===== config.mk =====
export PLATFORM = sky130hd
export DESIGN_NAME = reader_irq_status_collision
export DESIGN_NICKNAME = d
export VERILOG_FILES = /design/src/pkg/rdr_irq_pkg.sv /design/src/rtl/noresp_timer.sv /design/src/rtl/clash_pos_capture.sv /design/src/rtl/reader_irq_status_collision.sv
export SDC_FILE = /design/constraint.sdc
export NUM_CORES = 1
export LEC_CHECK = 0
export ABC_AREA = 1
export BUFFER_PORTS_ARGS = -buffer_cell sky130_fd_sc_hd__buf_2
export CAP_MARGIN = 25
export CORE_MARGIN = 3
export CORE_UTILIZATION = 40
export DETAILED_ROUTE_END_ITERATION = 12
export GPL_TIMING_DRIVEN = 1
export PLACE_DENSITY = 0.68
export SYNTH_ARGS = -nofsm -noshare
export SYNTH_HDL_FRONTEND = slang
export SYNTH_SLANG_ARGS = --single-unit

===== constraint.sdc =====
create_clock -name ref_clk_in -period 1.4 [get_ports ref_clk_in]
set_input_delay 0.14 -clock ref_clk_in [delete_from_list [all_inputs] [get_ports ref_clk_in]]
set_output_delay 0.14 -clock ref_clk_in [all_outputs]
set_load 0.005 [all_outputs]

===== src/pkg/rdr_irq_pkg.sv =====
// Shared constants and types for the reader event status and clash position block.
// Assumes one 20 MHz clock; register offsets follow the reader's 5-bit register space.
package rdr_irq_pkg;

    // Clock and timing
    localparam int CLK_PERIOD_NS = 50;
    // No-response wait step, one unit of the wait register (plain default)
    localparam int NORESP_STEP_NS = 1000;
    localparam int NORESP_STEP_CYC = (NORESP_STEP_NS + CLK_PERIOD_NS - 1) / CLK_PERIOD_NS;

    // Register address space
    localparam int ADDR_W = 5;
    localparam int DATA_W = 8;
    localparam logic [4:0] PROTO_CTRL_ADDR = 5'h01;
    localparam logic [4:0] NORESP_WAIT_ADDR = 5'h07;
    localparam logic [4:0] EVENT_STATUS_ADDR = 5'h0C;
    localparam logic [4:0] CLASH_HI_EN_ADDR = 5'h0D;
    localparam logic [4:0] CLASH_LO_ADDR = 5'h0E;

    // Reset values
    localparam logic [7:0] EVENT_STATUS_RST = 8'h00;
    localparam logic [5:0] EVENT_ENABLE_RST = 6'h3E;
    localparam logic [7:0] CLASH_LO_RST = 8'h00;
    localparam logic [7:0] NORESP_WAIT_RST = 8'h00;
    localparam logic NO_RX_CRC_RST = 1'b0;

    // Event status bit positions
    localparam int TX_BIT = 7;
    localparam int SRX_BIT = 6;
    localparam int FIFO_BIT = 5;
    localparam int CRC_BIT = 4;
    localparam int PARITY_BIT = 3;
    localparam int FRAMING_BIT = 2;
    localparam int CLASH_BIT = 1;
    localparam int NORESP_BIT = 0;
    localparam int ENABLE_W = 6;

    // Bits that may change during each phase
    localparam logic [7:0] TX_PHASE_MASK = 8'hA0;
    localparam logic [7:0] RX_PHASE_MASK = 8'h40;
    // Transmit and receive-start sources have no enable bit
    localparam logic [1:0] PHASE_ALWAYS_ON = 2'h3;

    // Protocol control option bit that switches receive CRC checking off
    localparam int NO_RX_CRC_BIT = 7;

    // FIFO level thresholds in bits
    localparam int FIFO_CNT_W = 7;
    localparam logic [6:0] FIFO_HIGH_BITS = 7'h08;
    localparam logic [6:0] FIFO_LOW_BITS = 7'h04;

    // Clash position layout
    localparam int CLASH_POS_W = 10;
    localparam int CLASH_LO_W = 8;

    // Host register request from the serial or parallel port logic
    typedef struct packed {
        logic [4:0] addr;
        logic wr;
        logic rd;
        logic rd_end;
        logic [7:0] wdata;
    } reg_req_s;

    // Receive framer events, each a one-cycle pulse
    typedef struct packed {
        logic sof;
        logic crc_fail;
        logic parity_fail;
        logic framing_fail;
        logic clash;
        logic [9:0] err_pos;
    } rx_event_s;

    // No-response timer states
    typedef enum logic {
        WAIT_IDLE = 1'b0,
        WAIT_RUN = 1'b1
    } wait_state_e;

endpackage : rdr_irq_pkg


===== src/rtl/noresp_timer.sv =====
// No-response timer: counts the wait value in steps after transmit ends.
// Assumes start, stop and clear come from logic on the same clock.
`timescale 1ns/1ps
`default_nettype none
module noresp_timer #(
    parameter int STEP_CYC = rdr_irq_pkg::NORESP_STEP_CYC,
    parameter int WAIT_W = 8
) (
    // Clock and reset
    input wire logic ref_clk_in,
    input wire logic sys_rst_in,
    // Control
    input wire logic clr_in,
    input wire logic [WAIT_W-1:0] wait_val_in,
    input wire logic start_in,
    input wire logic stop_in,
    // Result
    output logic expire_out
);
    localparam int STEP_W = $clog2(STEP_CYC + 1);

    if (STEP_CYC < 1) begin : g_bad_step
        $error("noresp_timer: STEP_CYC must be at least 1");
    end

    rdr_irq_pkg::wait_state_e st_r, st_nxt;
    logic [STEP_W-1:0] step_r, step_nxt;
    logic [WAIT_W-1:0] unit_r, unit_nxt;
    logic exp_r, exp_nxt;

    // A reply start ends the wait; a zero wait expires at once
    always_comb begin
        st_nxt = st_r;
        step_nxt = step_r;
        unit_nxt = unit_r;
        exp_nxt = 1'b0;
        unique case (st_r)
            rdr_irq_pkg::WAIT_IDLE: begin
                if (start_in) begin
                    st_nxt = rdr_irq_pkg::WAIT_RUN;
                    step_nxt = '0;
                    unit_nxt = wait_val_in;
                end
            end
            rdr_irq_pkg::WAIT_RUN: begin
                if (stop_in) begin
                    st_nxt = rdr_irq_pkg::WAIT_IDLE;
                end else if (unit_r == '0) begin
                    exp_nxt = 1'b1;
                    st_nxt = rdr_irq_pkg::WAIT_IDLE;
                end else if (step_r == STEP_W'(STEP_CYC - 1)) begin
                    step_nxt = '0;
                    unit_nxt = unit_r - 1'b1;
                end else begin
                    step_nxt = step_r + 1'b1;
                end
            end
        endcase
        if (clr_in) begin
            st_nxt = rdr_irq_pkg::WAIT_IDLE;
        end
    end

    // Timer registers
    always_ff @(posedge ref_clk_in) begin
        if (sys_rst_in) begin
            st_r <= rdr_irq_pkg::WAIT_IDLE;
            step_r <= '0;
            unit_r <= '0;
            exp_r <= 1'b0;
        end else begin
            st_r <= st_nxt;
            step_r <= step_nxt;
            unit_r <= unit_nxt;
            exp_r <= exp_nxt;
        end
    end

    assign expire_out = exp_r;
endmodule : noresp_timer
`default_nettype wire


===== src/rtl/clash_pos_capture.sv =====
// Error and clash bit position holder with separate read-clear of high and low parts.
// Assumes capture and clear strobes come from logic on the same clock.
`timescale 1ns/1ps
`default_nettype none
module clash_pos_capture #(
    parameter int POS_W = rdr_irq_pkg::CLASH_POS_W,
    parameter int LO_W = rdr_irq_pkg::CLASH_LO_W
) (
    // Clock and reset
    input wire logic ref_clk_in,
    input wire logic sys_rst_in,
    // Capture and clear
    input wire logic clr_in,
    input wire logic cap_in,
    input wire logic [POS_W-1:0] pos_in,
    input wire logic clr_hi_in,
    input wire logic clr_lo_in,
    // Held position
    output logic [POS_W-1:0] pos_out
);
    if (POS_W <= LO_W) begin : g_bad_width
        $error("clash_pos_capture: POS_W must exceed LO_W");
    end

    logic [POS_W-1:0] pos_r, pos_nxt;

    // Capture after the read clears so a new position is never lost
    always_comb begin
        pos_nxt = pos_r;
        if (clr_hi_in) begin
            pos_nxt[POS_W-1:LO_W] = '0;
        end
        if (clr_lo_in) begin
            pos_nxt[LO_W-1:0] = '0;
        end
        if (cap_in) begin
            pos_nxt = pos_in;
        end
        if (clr_in) begin
            pos_nxt = '0;
        end
    end

    // Position register
    always_ff @(posedge ref_clk_in) begin
        if (sys_rst_in) begin
            pos_r <= '0;
        end else begin
            pos_r <= pos_nxt;
        end
    end

    assign pos_out = pos_r;
endmodule : clash_pos_capture
`default_nettype wire


===== src/rtl/reader_irq_status_collision.sv =====
// Event status, event enable and clash position registers of the reader front end,
// driving one interrupt line towards the host.
// Assumes the host port logic delivers register requests on this clock and the
// framers and FIFO deliver phase levels and event pulses on this clock too.
// Contract
// - Reset, chip off or protocol write clears status
// - Status read clears flags and interrupt line
// - Transmit disables decoder; only transmit, FIFO flags
// - Receive changes only start flag; interrupt later
// - Transmit flag set at start, interrupt after
// - Receive-start flag at SOF, interrupt after reception
// - FIFO flag: above eight receiving, below four sending
// - CRC flag only when CRC checking enabled
// - Parity flag bit three, framing bit two
// - Clash flag bit one on subcarrier collision
// - No-response flag when wait time expires
// - Enable register resets to all but no-response
// - Enable register top bits hold position high
// - Position high bits clear after enable read
// - Low position register clears after read
// - Position captures any reception error position
`timescale 1ns/1ps
`default_nettype none
module reader_irq_status_collision #(
    parameter int NORESP_STEP_CYC = rdr_irq_pkg::NORESP_STEP_CYC
) (
    // Clock and reset
    input wire logic ref_clk_in,
    input wire logic sys_rst_in,
    // Chip enable pin, asynchronous to the clock
    input wire logic chip_en_in,
    // Host register access
    input wire rdr_irq_pkg::reg_req_s reg_req_in,
    output logic [rdr_irq_pkg::DATA_W-1:0] reg_rdata_out,
    output logic reg_hit_out,
    // Phase levels and events from the framers and FIFO
    input wire logic tx_active_in,
    input wire logic rx_active_in,
    input wire logic [rdr_irq_pkg::FIFO_CNT_W-1:0] fifo_bits_in,
    input wire rdr_irq_pkg::rx_event_s rx_event_in,
    // Towards host and receiver
    output logic irq_out,
    output logic rx_decoder_en_out
);
    if (NORESP_STEP_CYC < 1) begin : g_bad_step
        $error("reader_irq_status_collision: NORESP_STEP_CYC must be at least 1");
    end

    // Chip enable synchroniser
    logic ce_meta_r;
    logic ce_sync_r;
    logic chip_off;

    // Phase edge tracking
    logic tx_prev_r, tx_prev_nxt;
    logic rx_prev_r, rx_prev_nxt;
    logic fifo_prev_r, fifo_prev_nxt;
    logic tx_start, tx_end, rx_start, rx_end;
    logic fifo_cond, fifo_rise;

    // Register decode
    logic wr_proto, wr_wait, wr_enable;
    logic rd_done, clr_status, clr_hi, clr_lo;

    // Register state
    logic [7:0] status_r, status_nxt;
    logic [7:0] pend_r, pend_nxt;
    logic [rdr_irq_pkg::ENABLE_W-1:0] enable_r, enable_nxt;
    logic no_rx_crc_r, no_rx_crc_nxt;
    logic [7:0] wait_r, wait_nxt;
    logic irq_r, irq_nxt;
    logic dec_en_r, dec_en_nxt;

    // Read path state
    logic [rdr_irq_pkg::ADDR_W-1:0] rd_addr_r, rd_addr_nxt;
    logic rd_pend_r, rd_pend_nxt;
    logic [7:0] rdata_r, rdata_nxt;
    logic hit_r, hit_nxt;

    // Event sources
    logic [7:0] ev_set;
    logic [7:0] direct_set;
    logic [7:0] en_vec;
    logic crc_ok_fail;
    logic noresp_expire;
    logic pos_cap;
    logic [rdr_irq_pkg::CLASH_POS_W-1:0] clash_pos;
    logic raise;

    // Two flops before anything reads the pin
    always_ff @(posedge ref_clk_in) begin
        if (sys_rst_in) begin
            ce_meta_r <= 1'b0;
            ce_sync_r <= 1'b0;
        end else begin
            ce_meta_r <= chip_en_in;
            ce_sync_r <= ce_meta_r;
        end
    end

    // Chip off acts like a held reset of the register state
    assign chip_off = ~ce_sync_r;

    // Phase edges and FIFO level condition
    assign tx_start = tx_active_in & ~tx_prev_r;
    assign tx_end = ~tx_active_in & tx_prev_r;
    assign rx_start = rx_active_in & ~rx_prev_r;
    assign rx_end = ~rx_active_in & rx_prev_r;
    assign fifo_cond = (rx_active_in & (fifo_bits_in > rdr_irq_pkg::FIFO_HIGH_BITS))
                     | (tx_active_in & (fifo_bits_in < rdr_irq_pkg::FIFO_LOW_BITS));
    // Edge only, so a level that stays put does not refire after a read
    assign fifo_rise = fifo_cond & ~fifo_prev_r;

    always_comb begin
        tx_prev_nxt = tx_active_in;
        rx_prev_nxt = rx_active_in;
        fifo_prev_nxt = fifo_cond;
    end

    always_ff @(posedge ref_clk_in) begin
        if (sys_rst_in) begin
            tx_prev_r <= 1'b0;
            rx_prev_r <= 1'b0;
            fifo_prev_r <= 1'b0;
        end else begin
            tx_prev_r <= tx_prev_nxt;
            rx_prev_r <= rx_prev_nxt;
            fifo_prev_r <= fifo_prev_nxt;
        end
    end

    // Write decode; the protocol and wait registers live elsewhere, we only snoop
    assign wr_proto = reg_req_in.wr && (reg_req_in.addr == rdr_irq_pkg::PROTO_CTRL_ADDR);
    assign wr_wait = reg_req_in.wr && (reg_req_in.addr == rdr_irq_pkg::NORESP_WAIT_ADDR);
    assign wr_enable = reg_req_in.wr && (reg_req_in.addr == rdr_irq_pkg::CLASH_HI_EN_ADDR);

    // Clears take effect when the read phase ends, not when data is fetched
    assign rd_done = reg_req_in.rd_end & rd_pend_r;
    assign clr_status = rd_done && (rd_addr_r == rdr_irq_pkg::EVENT_STATUS_ADDR);
    assign clr_hi = rd_done && (rd_addr_r == rdr_irq_pkg::CLASH_HI_EN_ADDR);
    assign clr_lo = rd_done && (rd_addr_r == rdr_irq_pkg::CLASH_LO_ADDR);

    // CRC failures count only while checking is on
    assign crc_ok_fail = rx_event_in.crc_fail & ~no_rx_crc_r;

    // Raw event pulses in status bit order
    always_comb begin
        ev_set = '0;
        ev_set[rdr_irq_pkg::TX_BIT] = tx_start;
        ev_set[rdr_irq_pkg::SRX_BIT] = rx_event_in.sof;
        ev_set[rdr_irq_pkg::FIFO_BIT] = fifo_rise;
        ev_set[rdr_irq_pkg::CRC_BIT] = crc_ok_fail;
        ev_set[rdr_irq_pkg::PARITY_BIT] = rx_event_in.parity_fail;
        ev_set[rdr_irq_pkg::FRAMING_BIT] = rx_event_in.framing_fail;
        ev_set[rdr_irq_pkg::CLASH_BIT] = rx_event_in.clash;
        ev_set[rdr_irq_pkg::NORESP_BIT] = noresp_expire;
    end

    // Phase filter: receive-time errors wait in pend_r until reception ends
    always_comb begin
        pend_nxt = pend_r;
        if (tx_active_in) begin
            direct_set = ev_set & rdr_irq_pkg::TX_PHASE_MASK;
        end else if (rx_active_in) begin
            direct_set = ev_set & rdr_irq_pkg::RX_PHASE_MASK;
            pend_nxt = pend_r | (ev_set & ~rdr_irq_pkg::RX_PHASE_MASK);
        end else begin
            direct_set = ev_set;
        end
        if (rx_end) begin
            direct_set = direct_set | pend_r;
            pend_nxt = '0;
        end
        if (chip_off || wr_proto) begin
            pend_nxt = '0;
        end
    end

    // Status flags: a new event wins over the read clear in the same cycle
    always_comb begin
        status_nxt = (status_r & ~{8{clr_status}}) | direct_set;
        if (chip_off || wr_proto) begin
            status_nxt = rdr_irq_pkg::EVENT_STATUS_RST;
        end
    end

    // Enable mask, snooped option bits
    always_comb begin
        enable_nxt = enable_r;
        no_rx_crc_nxt = no_rx_crc_r;
        wait_nxt = wait_r;
        if (wr_enable) begin
            enable_nxt = reg_req_in.wdata[rdr_irq_pkg::ENABLE_W-1:0];
        end
        if (wr_proto) begin
            no_rx_crc_nxt = reg_req_in.wdata[rdr_irq_pkg::NO_RX_CRC_BIT];
        end
        if (wr_wait) begin
            wait_nxt = reg_req_in.wdata;
        end
        if (chip_off) begin
            enable_nxt = rdr_irq_pkg::EVENT_ENABLE_RST;
            no_rx_crc_nxt = rdr_irq_pkg::NO_RX_CRC_RST;
            wait_nxt = rdr_irq_pkg::NORESP_WAIT_RST;
        end
    end

    // Interrupt: raised only between phases, held until the status read ends
    assign en_vec = {rdr_irq_pkg::PHASE_ALWAYS_ON, enable_r};
    assign raise = ~tx_active_in & ~rx_active_in & (|(status_nxt & en_vec));

    always_comb begin
        irq_nxt = raise | (irq_r & ~clr_status);
        if (chip_off || wr_proto) begin
            irq_nxt = 1'b0;
        end
    end

    // Receive decoder is held off from one cycle after transmit starts until one cycle after it ends
    always_comb begin
        dec_en_nxt = ~tx_active_in & ce_sync_r;
    end

    always_ff @(posedge ref_clk_in) begin
        if (sys_rst_in) begin
            status_r <= rdr_irq_pkg::EVENT_STATUS_RST;
            pend_r <= '0;
            enable_r <= rdr_irq_pkg::EVENT_ENABLE_RST;
            no_rx_crc_r <= rdr_irq_pkg::NO_RX_CRC_RST;
            wait_r <= rdr_irq_pkg::NORESP_WAIT_RST;
            irq_r <= 1'b0;
            dec_en_r <= 1'b0;
        end else begin
            status_r <= status_nxt;
            pend_r <= pend_nxt;
            enable_r <= enable_nxt;
            no_rx_crc_r <= no_rx_crc_nxt;
            wait_r <= wait_nxt;
            irq_r <= irq_nxt;
            dec_en_r <= dec_en_nxt;
        end
    end

    // No-response wait runs from end of transmit until a reply starts
    noresp_timer #(
        .STEP_CYC(NORESP_STEP_CYC),
        .WAIT_W(8)
    ) u_noresp_timer (
        .ref_clk_in(ref_clk_in),
        .sys_rst_in(sys_rst_in),
        .clr_in(chip_off),
        .wait_val_in(wait_r),
        .start_in(tx_end),
        .stop_in(rx_event_in.sof | rx_start),
        .expire_out(noresp_expire)
    );

    // Any reception error records its position; none while sending, the decoder is off
    assign pos_cap = ~tx_active_in & (crc_ok_fail | rx_event_in.parity_fail
                   | rx_event_in.framing_fail | rx_event_in.clash);

    clash_pos_capture #(
        .POS_W(rdr_irq_pkg::CLASH_POS_W),
        .LO_W(rdr_irq_pkg::CLASH_LO_W)
    ) u_clash_pos (
        .ref_clk_in(ref_clk_in),
        .sys_rst_in(sys_rst_in),
        .clr_in(chip_off),
        .cap_in(pos_cap),
        .pos_in(rx_event_in.err_pos),
        .clr_hi_in(clr_hi),
        .clr_lo_in(clr_lo),
        .pos_out(clash_pos)
    );

    // Read fetch: data is sampled at the read strobe, the clear waits for rd_end
    always_comb begin
        rd_addr_nxt = rd_addr_r;
        rd_pend_nxt = rd_pend_r & ~reg_req_in.rd_end;
        rdata_nxt = rdata_r;
        hit_nxt = 1'b0;
        if (reg_req_in.rd) begin
            rd_addr_nxt = reg_req_in.addr;
            rd_pend_nxt = 1'b1;
            hit_nxt = 1'b1;
            unique case (reg_req_in.addr)
                rdr_irq_pkg::EVENT_STATUS_ADDR: begin
                    rdata_nxt = status_r;
                end
                rdr_irq_pkg::CLASH_HI_EN_ADDR: begin
                    rdata_nxt = {clash_pos[rdr_irq_pkg::CLASH_POS_W-1:rdr_irq_pkg::CLASH_LO_W],
                                 enable_r};
                end
                rdr_irq_pkg::CLASH_LO_ADDR: begin
                    rdata_nxt = clash_pos[rdr_irq_pkg::CLASH_LO_W-1:0];
                end
                default: begin
                    // Other addresses belong to other blocks
                    rdata_nxt = 8'h00;
                    hit_nxt = 1'b0;
                end
            endcase
        end
        if (chip_off) begin
            rd_pend_nxt = 1'b0;
        end
    end

    always_ff @(posedge ref_clk_in) begin
        if (sys_rst_in) begin
            rd_addr_r <= '0;
            rd_pend_r <= 1'b0;
            rdata_r <= 8'h00;
            hit_r <= 1'b0;
        end else begin
            rd_addr_r <= rd_addr_nxt;
            rd_pend_r <= rd_pend_nxt;
            rdata_r <= rdata_nxt;
            hit_r <= hit_nxt;
        end
    end

    // Outputs, all from flops
    assign reg_rdata_out = rdata_r;
    assign reg_hit_out = hit_r;
    assign irq_out = irq_r;
    assign rx_decoder_en_out = dec_en_r;
endmodule : reader_irq_status_collision
`default_nettype wire


==> results.md <==
- The run finished, with violations left.
- The checks that failed: negative setup slack.
- The warning count from the yosys run is 0.
- The synthesized flop and latch total is 77.
- The average via count per standard cell is 5.02.
- The transition time at the pin with the least slew margin is about 380 ps.
- The total power draw is ~4.5 mW.
- The floorplan step set the die height to roughly 100 um.
- Once routing completed, OpenROAD measured the worst setup slack at -93.3 ps.
- At the later pin of the worst-skew pair, clock insertion delay measures 350 ps.
- The worst path required time is around 1700 ps.
- Power spread over the standard cell area amounts to 1000 nW/um^2.
- The most frequent standard cell in the layout excluding fill and tap cells is sky130_fd_sc_hd__nand2_1.
- The average wire per standard cell is between 10 and 15 um.
- Derived from the worst setup path, the maximum achievable clock frequency is 670 MHz.
- The finished cells cover approximately 4500 um^2.
- The distinct cell type count after synthesis is 42.
- Synthesis produced a netlist whose cell count is 454.
- Measured along the x axis, the die boundary spans 98.1 um.
- After detailed routing, the number of remaining DRC violations is 0.
- Traced cell by cell, the critical path runs through inv_4 -> ha_4 -> nand4_4 -> a21boi_4 -> nor2_4 -> nor2_4 -> buf_6 -> inv_6 -> a21oi_2.
- 54 I/O pins were placed.
- The total congestion overflow after global routing is 0.
- In this run the static leakage power is 1.97 nW.
- The type of the worst setup path is flop to flop.
- Setup repair after global routing could not meet its margin everywhere.
- The global placement routability congestion is 0.826.
- In this run the tightest slew margin relative to its limit is 0.743.
- VDD sags by at most 0.743 mV.
- The buffer depth of the longest clock path is 2.
- The minimum clock period is 1490 ps.
- The final-layout fill cell count is 747.
- The max-slew violation total from the final report is 0.
- Compared with the post-synthesis result, the final layout area differs by 33.6%.
- Of the available clock period, the critical path in the final layout requires 1.07.
- The TritonCTS buffer count is 9.
- Once detailed placement completed, the half-perimeter wirelength came to 6560 um.
- The register-to-register setup slack is -90 ps.
- The effective utilization at floorplan is 0.426.
- The total routing usage reported by global routing is 0.187.
- The final design utilization is 0.569.
- The via count of the first global-routing pass came to 3220.
- The area of placed instances is 4090 um^2.
- Of all nets on the critical path, the largest fanout is 5.
- The worst setup skew after layout is 12.7 ps.
- The first global-routing pass estimated 14700 um of wire.
- The clock tree from TritonCTS is done.
- 0 antenna diodes ended up in the layout.
- For this block, the initial DRC count from the detailed router was 143.
- The clock sink count is 77.
- The final-report hold violation count came to 0.
- The worst hold slack after final layout is 20.3 ps.
- The slowest stage of the critical path is the sky130_fd_sc_hd__dfxtp_2 cell.
- The region available for standard cell placement spans 7970 um^2.
- The first-pass iteration count of the detailed router is 5.
- The most numerous cell type found on the critical path is sky130_fd_sc_hd__nor2_4.
- Max-cap violations in this run came to 0.
- The root cell of the clock tree is sky130_fd_sc_hd__clkbuf_8.
- Leaving out fill and tap cells, the most frequent cells in the layout are sky130_fd_sc_hd__nand2_1 (80), sky130_fd_sc_hd__dfxtp_1 (73), sky130_fd_sc_hd__buf_2 (53).
- The count of buffers inserted at the top-level ports is 53.
- The placement-stage worst setup slack is -52.6 ps.
- Setup violations remaining at the end of the flow were counted as 12.
- STA classifies the critical path endpoint as a flop.
- Entering global routing, the biggest net connects 15 pins.
- The number of vias in the routed layout is about 3400.
- A synthesized cell averages 7.47 um^2.
- The worst setup path is launched from a flop.
- At the worst endpoint, the arrival time is 1780 ps.
- The proportion of layout cells with a drive suffix above 1 is 0.339.
- The floorplan has 32 rows.
- In the final design database the tool counted 608 nets.
- The number of levels the H-tree was split into is 3.
- The synthesized netlist occupies a cell area of 3390 um^2.
- The die covers 9620 um^2.
- For this run, the register share of the synthesized area comes to 0.454.
- Clock-pin slew was measured on the worst setup and hold paths at 80 ps.
- The final layout contains routed wiring with a total length of around 9000 um.
- Counting every net in the synthesized netlist gives 500.
- The remaining antenna violation count is 0.
- In this run the worst hold path is classified as input port to flop.
- The stage delay of the slowest cell on the critical path is 340 ps.
- The number of antenna violations at the first check in global routing came to 0.
## kinds of logic (layout without fill, tap and decap cells)
logic type / count (synthesis) / count (layout) / share of synthesized area
muxes: 2 / 2 / 0.00590
buffers and inverters: 71 / 183 / 0.0819
AOI/OAI and AO/OA: 103 / 103 / 0.183
xor gates and xnor gates: 4 / 4 / 0.0103
and+or+nand+nor: 194 / 195 / 0.254
adders and majority gates: 3 / 3 / 0.0111
DFF: 77 / 77 / 0.454
## stage by stage
step | std cells | TNS (ps)
after floorplan | 454 | -20.7
after global placement | 644 | -271
after detailed placement | 644 | -577
after CTS | 661 | -97.4
after global routing | 669 | -2110
final | 669 | -716
## state kept, by name (all words and copies together) (netlist names)
signal	cells
u_clash_pos.pos_out	10
reg_rdata_out	8
status_r	8
u_noresp_timer.unit_r	8
wait_r	8
pend_r	7
enable_r	6
rd_addr_r	5
u_noresp_timer.step_r	5
ce_meta_r	1
ce_sync_r	1
fifo_prev_r	1
irq_out	1
no_rx_crc_r	1
rd_pend_r	1
reg_hit_out	1
rx_decoder_en_out	1
rx_prev_r	1
tx_prev_r	1
u_noresp_timer.expire_out	1
u_noresp_timer.st_r	1
## cell type report
cell class,instances,area (um^2),area share
Inverter,64,253,0.0558
Tap cell,102,128,0.0282
Clock buffer,12,155,0.0342
Clock inverter,4,70.1,0.0155
Timing Repair inverter,1,8.76,0.00193
Multi-Input combinational cell,307,1720,0.380
Timing Repair Buffer,102,651,0.144
Sequential cell,77,1550,0.341
## path summary, 6_finish.rpt
kind / from / endpoint / cells after the start
worst max-delay path: u_noresp_timer.unit_r[0] / u_noresp_timer.step_r[0] / 9
worst min-delay path: reg_req_in[4] / enable_r[4] / 3
worst max register to register: u_noresp_timer.unit_r[0] / u_noresp_timer.step_r[0] / 9
worst min register to register: ce_meta_r / ce_sync_r / 2
## per-layer routing
metal  wire length, um  share of wire  track usage  vias up
li1                  -              -            -     1714
met1              4200           0.47        0.252     1560
met2              4250           0.47        0.301       75
met3               427          0.048       0.0493        7
met4                77         0.0086       0.0426        0
met5                 0              0            0        -
## power breakdown
part	total, mW	internal (mW)	switching, mW
clock network	1.89	1.10	0.790
logic	0.422	0.175	0.247
registers	2.23	2.22	0.0160
total	4.54	3.49	1.05
## what timing repair did
| action | 4_1_cts | 5_1_grt |
|---|---|---|
| cloned | 0 | 2 |
| setup buffers | 0 | 6 |
| endpoints found under the setup margin | 12 | 25 |
| hold buffers | 1 | 0 |
| endpoints found under the hold margin | 1 | 0 |
| gates resized for setup | 6 | 46 |
| pin swaps | 2 | 11 |
## worst max-delay path, delay by kind of cell (launching register included)
family / cells / cell delay (ps)
compound gates: 2 / 320
fa+ha+maj: 1 / 150
buf+inv: 3 / 260
flops: 1 / 340
simple gates: 3 / 360
## synth_stat cells
library cell	number	area, um^2
sky130_fd_sc_hd__mux2i_1	2	20.0
sky130_fd_sc_hd__dfxtp_1	77	1540
sky130_fd_sc_hd__o21ai_1	11	55.1
sky130_fd_sc_hd__inv_2	15	56.3
sky130_fd_sc_hd__a31o_1	1	8.76
sky130_fd_sc_hd__nand3_1	20	100
sky130_fd_sc_hd__buf_2	2	10.0
sky130_fd_sc_hd__ha_1	3	37.5
sky130_fd_sc_hd__nand4_1	3	18.8
sky130_fd_sc_hd__nand4_4	1	21.3
sky130_fd_sc_hd__a22oi_1	2	15.0
sky130_fd_sc_hd__a21oi_2	1	8.76
sky130_fd_sc_hd__nand2_1	91	342
sky130_fd_sc_hd__o22ai_1	4	25.0
sky130_fd_sc_hd__nor3_1	4	20.0
sky130_fd_sc_hd__clkinv_1	3	11.3
sky130_fd_sc_hd__o21bai_1	1	7.51
sky130_fd_sc_hd__o211ai_1	6	45.0
sky130_fd_sc_hd__nor2_4	2	22.5
sky130_fd_sc_hd__nor3_2	3	30.0
sky130_fd_sc_hd__a21boi_4	1	18.8
sky130_fd_sc_hd__and3_1	2	12.5
sky130_fd_sc_hd__o21ai_2	3	26.3
sky130_fd_sc_hd__or2_2	1	6.26
sky130_fd_sc_hd__nor4_1	2	12.5
sky130_fd_sc_hd__clkbuf_1	4	15.0
sky130_fd_sc_hd__o41ai_1	1	8.76
sky130_fd_sc_hd__clkinv_2	1	5.00
sky130_fd_sc_hd__inv_1	45	169
sky130_fd_sc_hd__nand2_2	1	6.26
sky130_fd_sc_hd__o22ai_2	3	37.5
sky130_fd_sc_hd__nor3b_1	1	7.51
sky130_fd_sc_hd__o21ai_0	23	115
sky130_fd_sc_hd__a21oi_1	39	195
sky130_fd_sc_hd__nor2_1	58	218
sky130_fd_sc_hd__buf_6	1	11.3
sky130_fd_sc_hd__a31oi_1	3	18.8
sky130_fd_sc_hd__nand4_2	1	12.5
sky130_fd_sc_hd__xor2_1	4	35.0
sky130_fd_sc_hd__a221oi_1	4	35.0
sky130_fd_sc_hd__nor2_2	3	18.8
sky130_fd_sc_hd__nor4_2	1	12.5
Power figures use the tool's default switching activity.
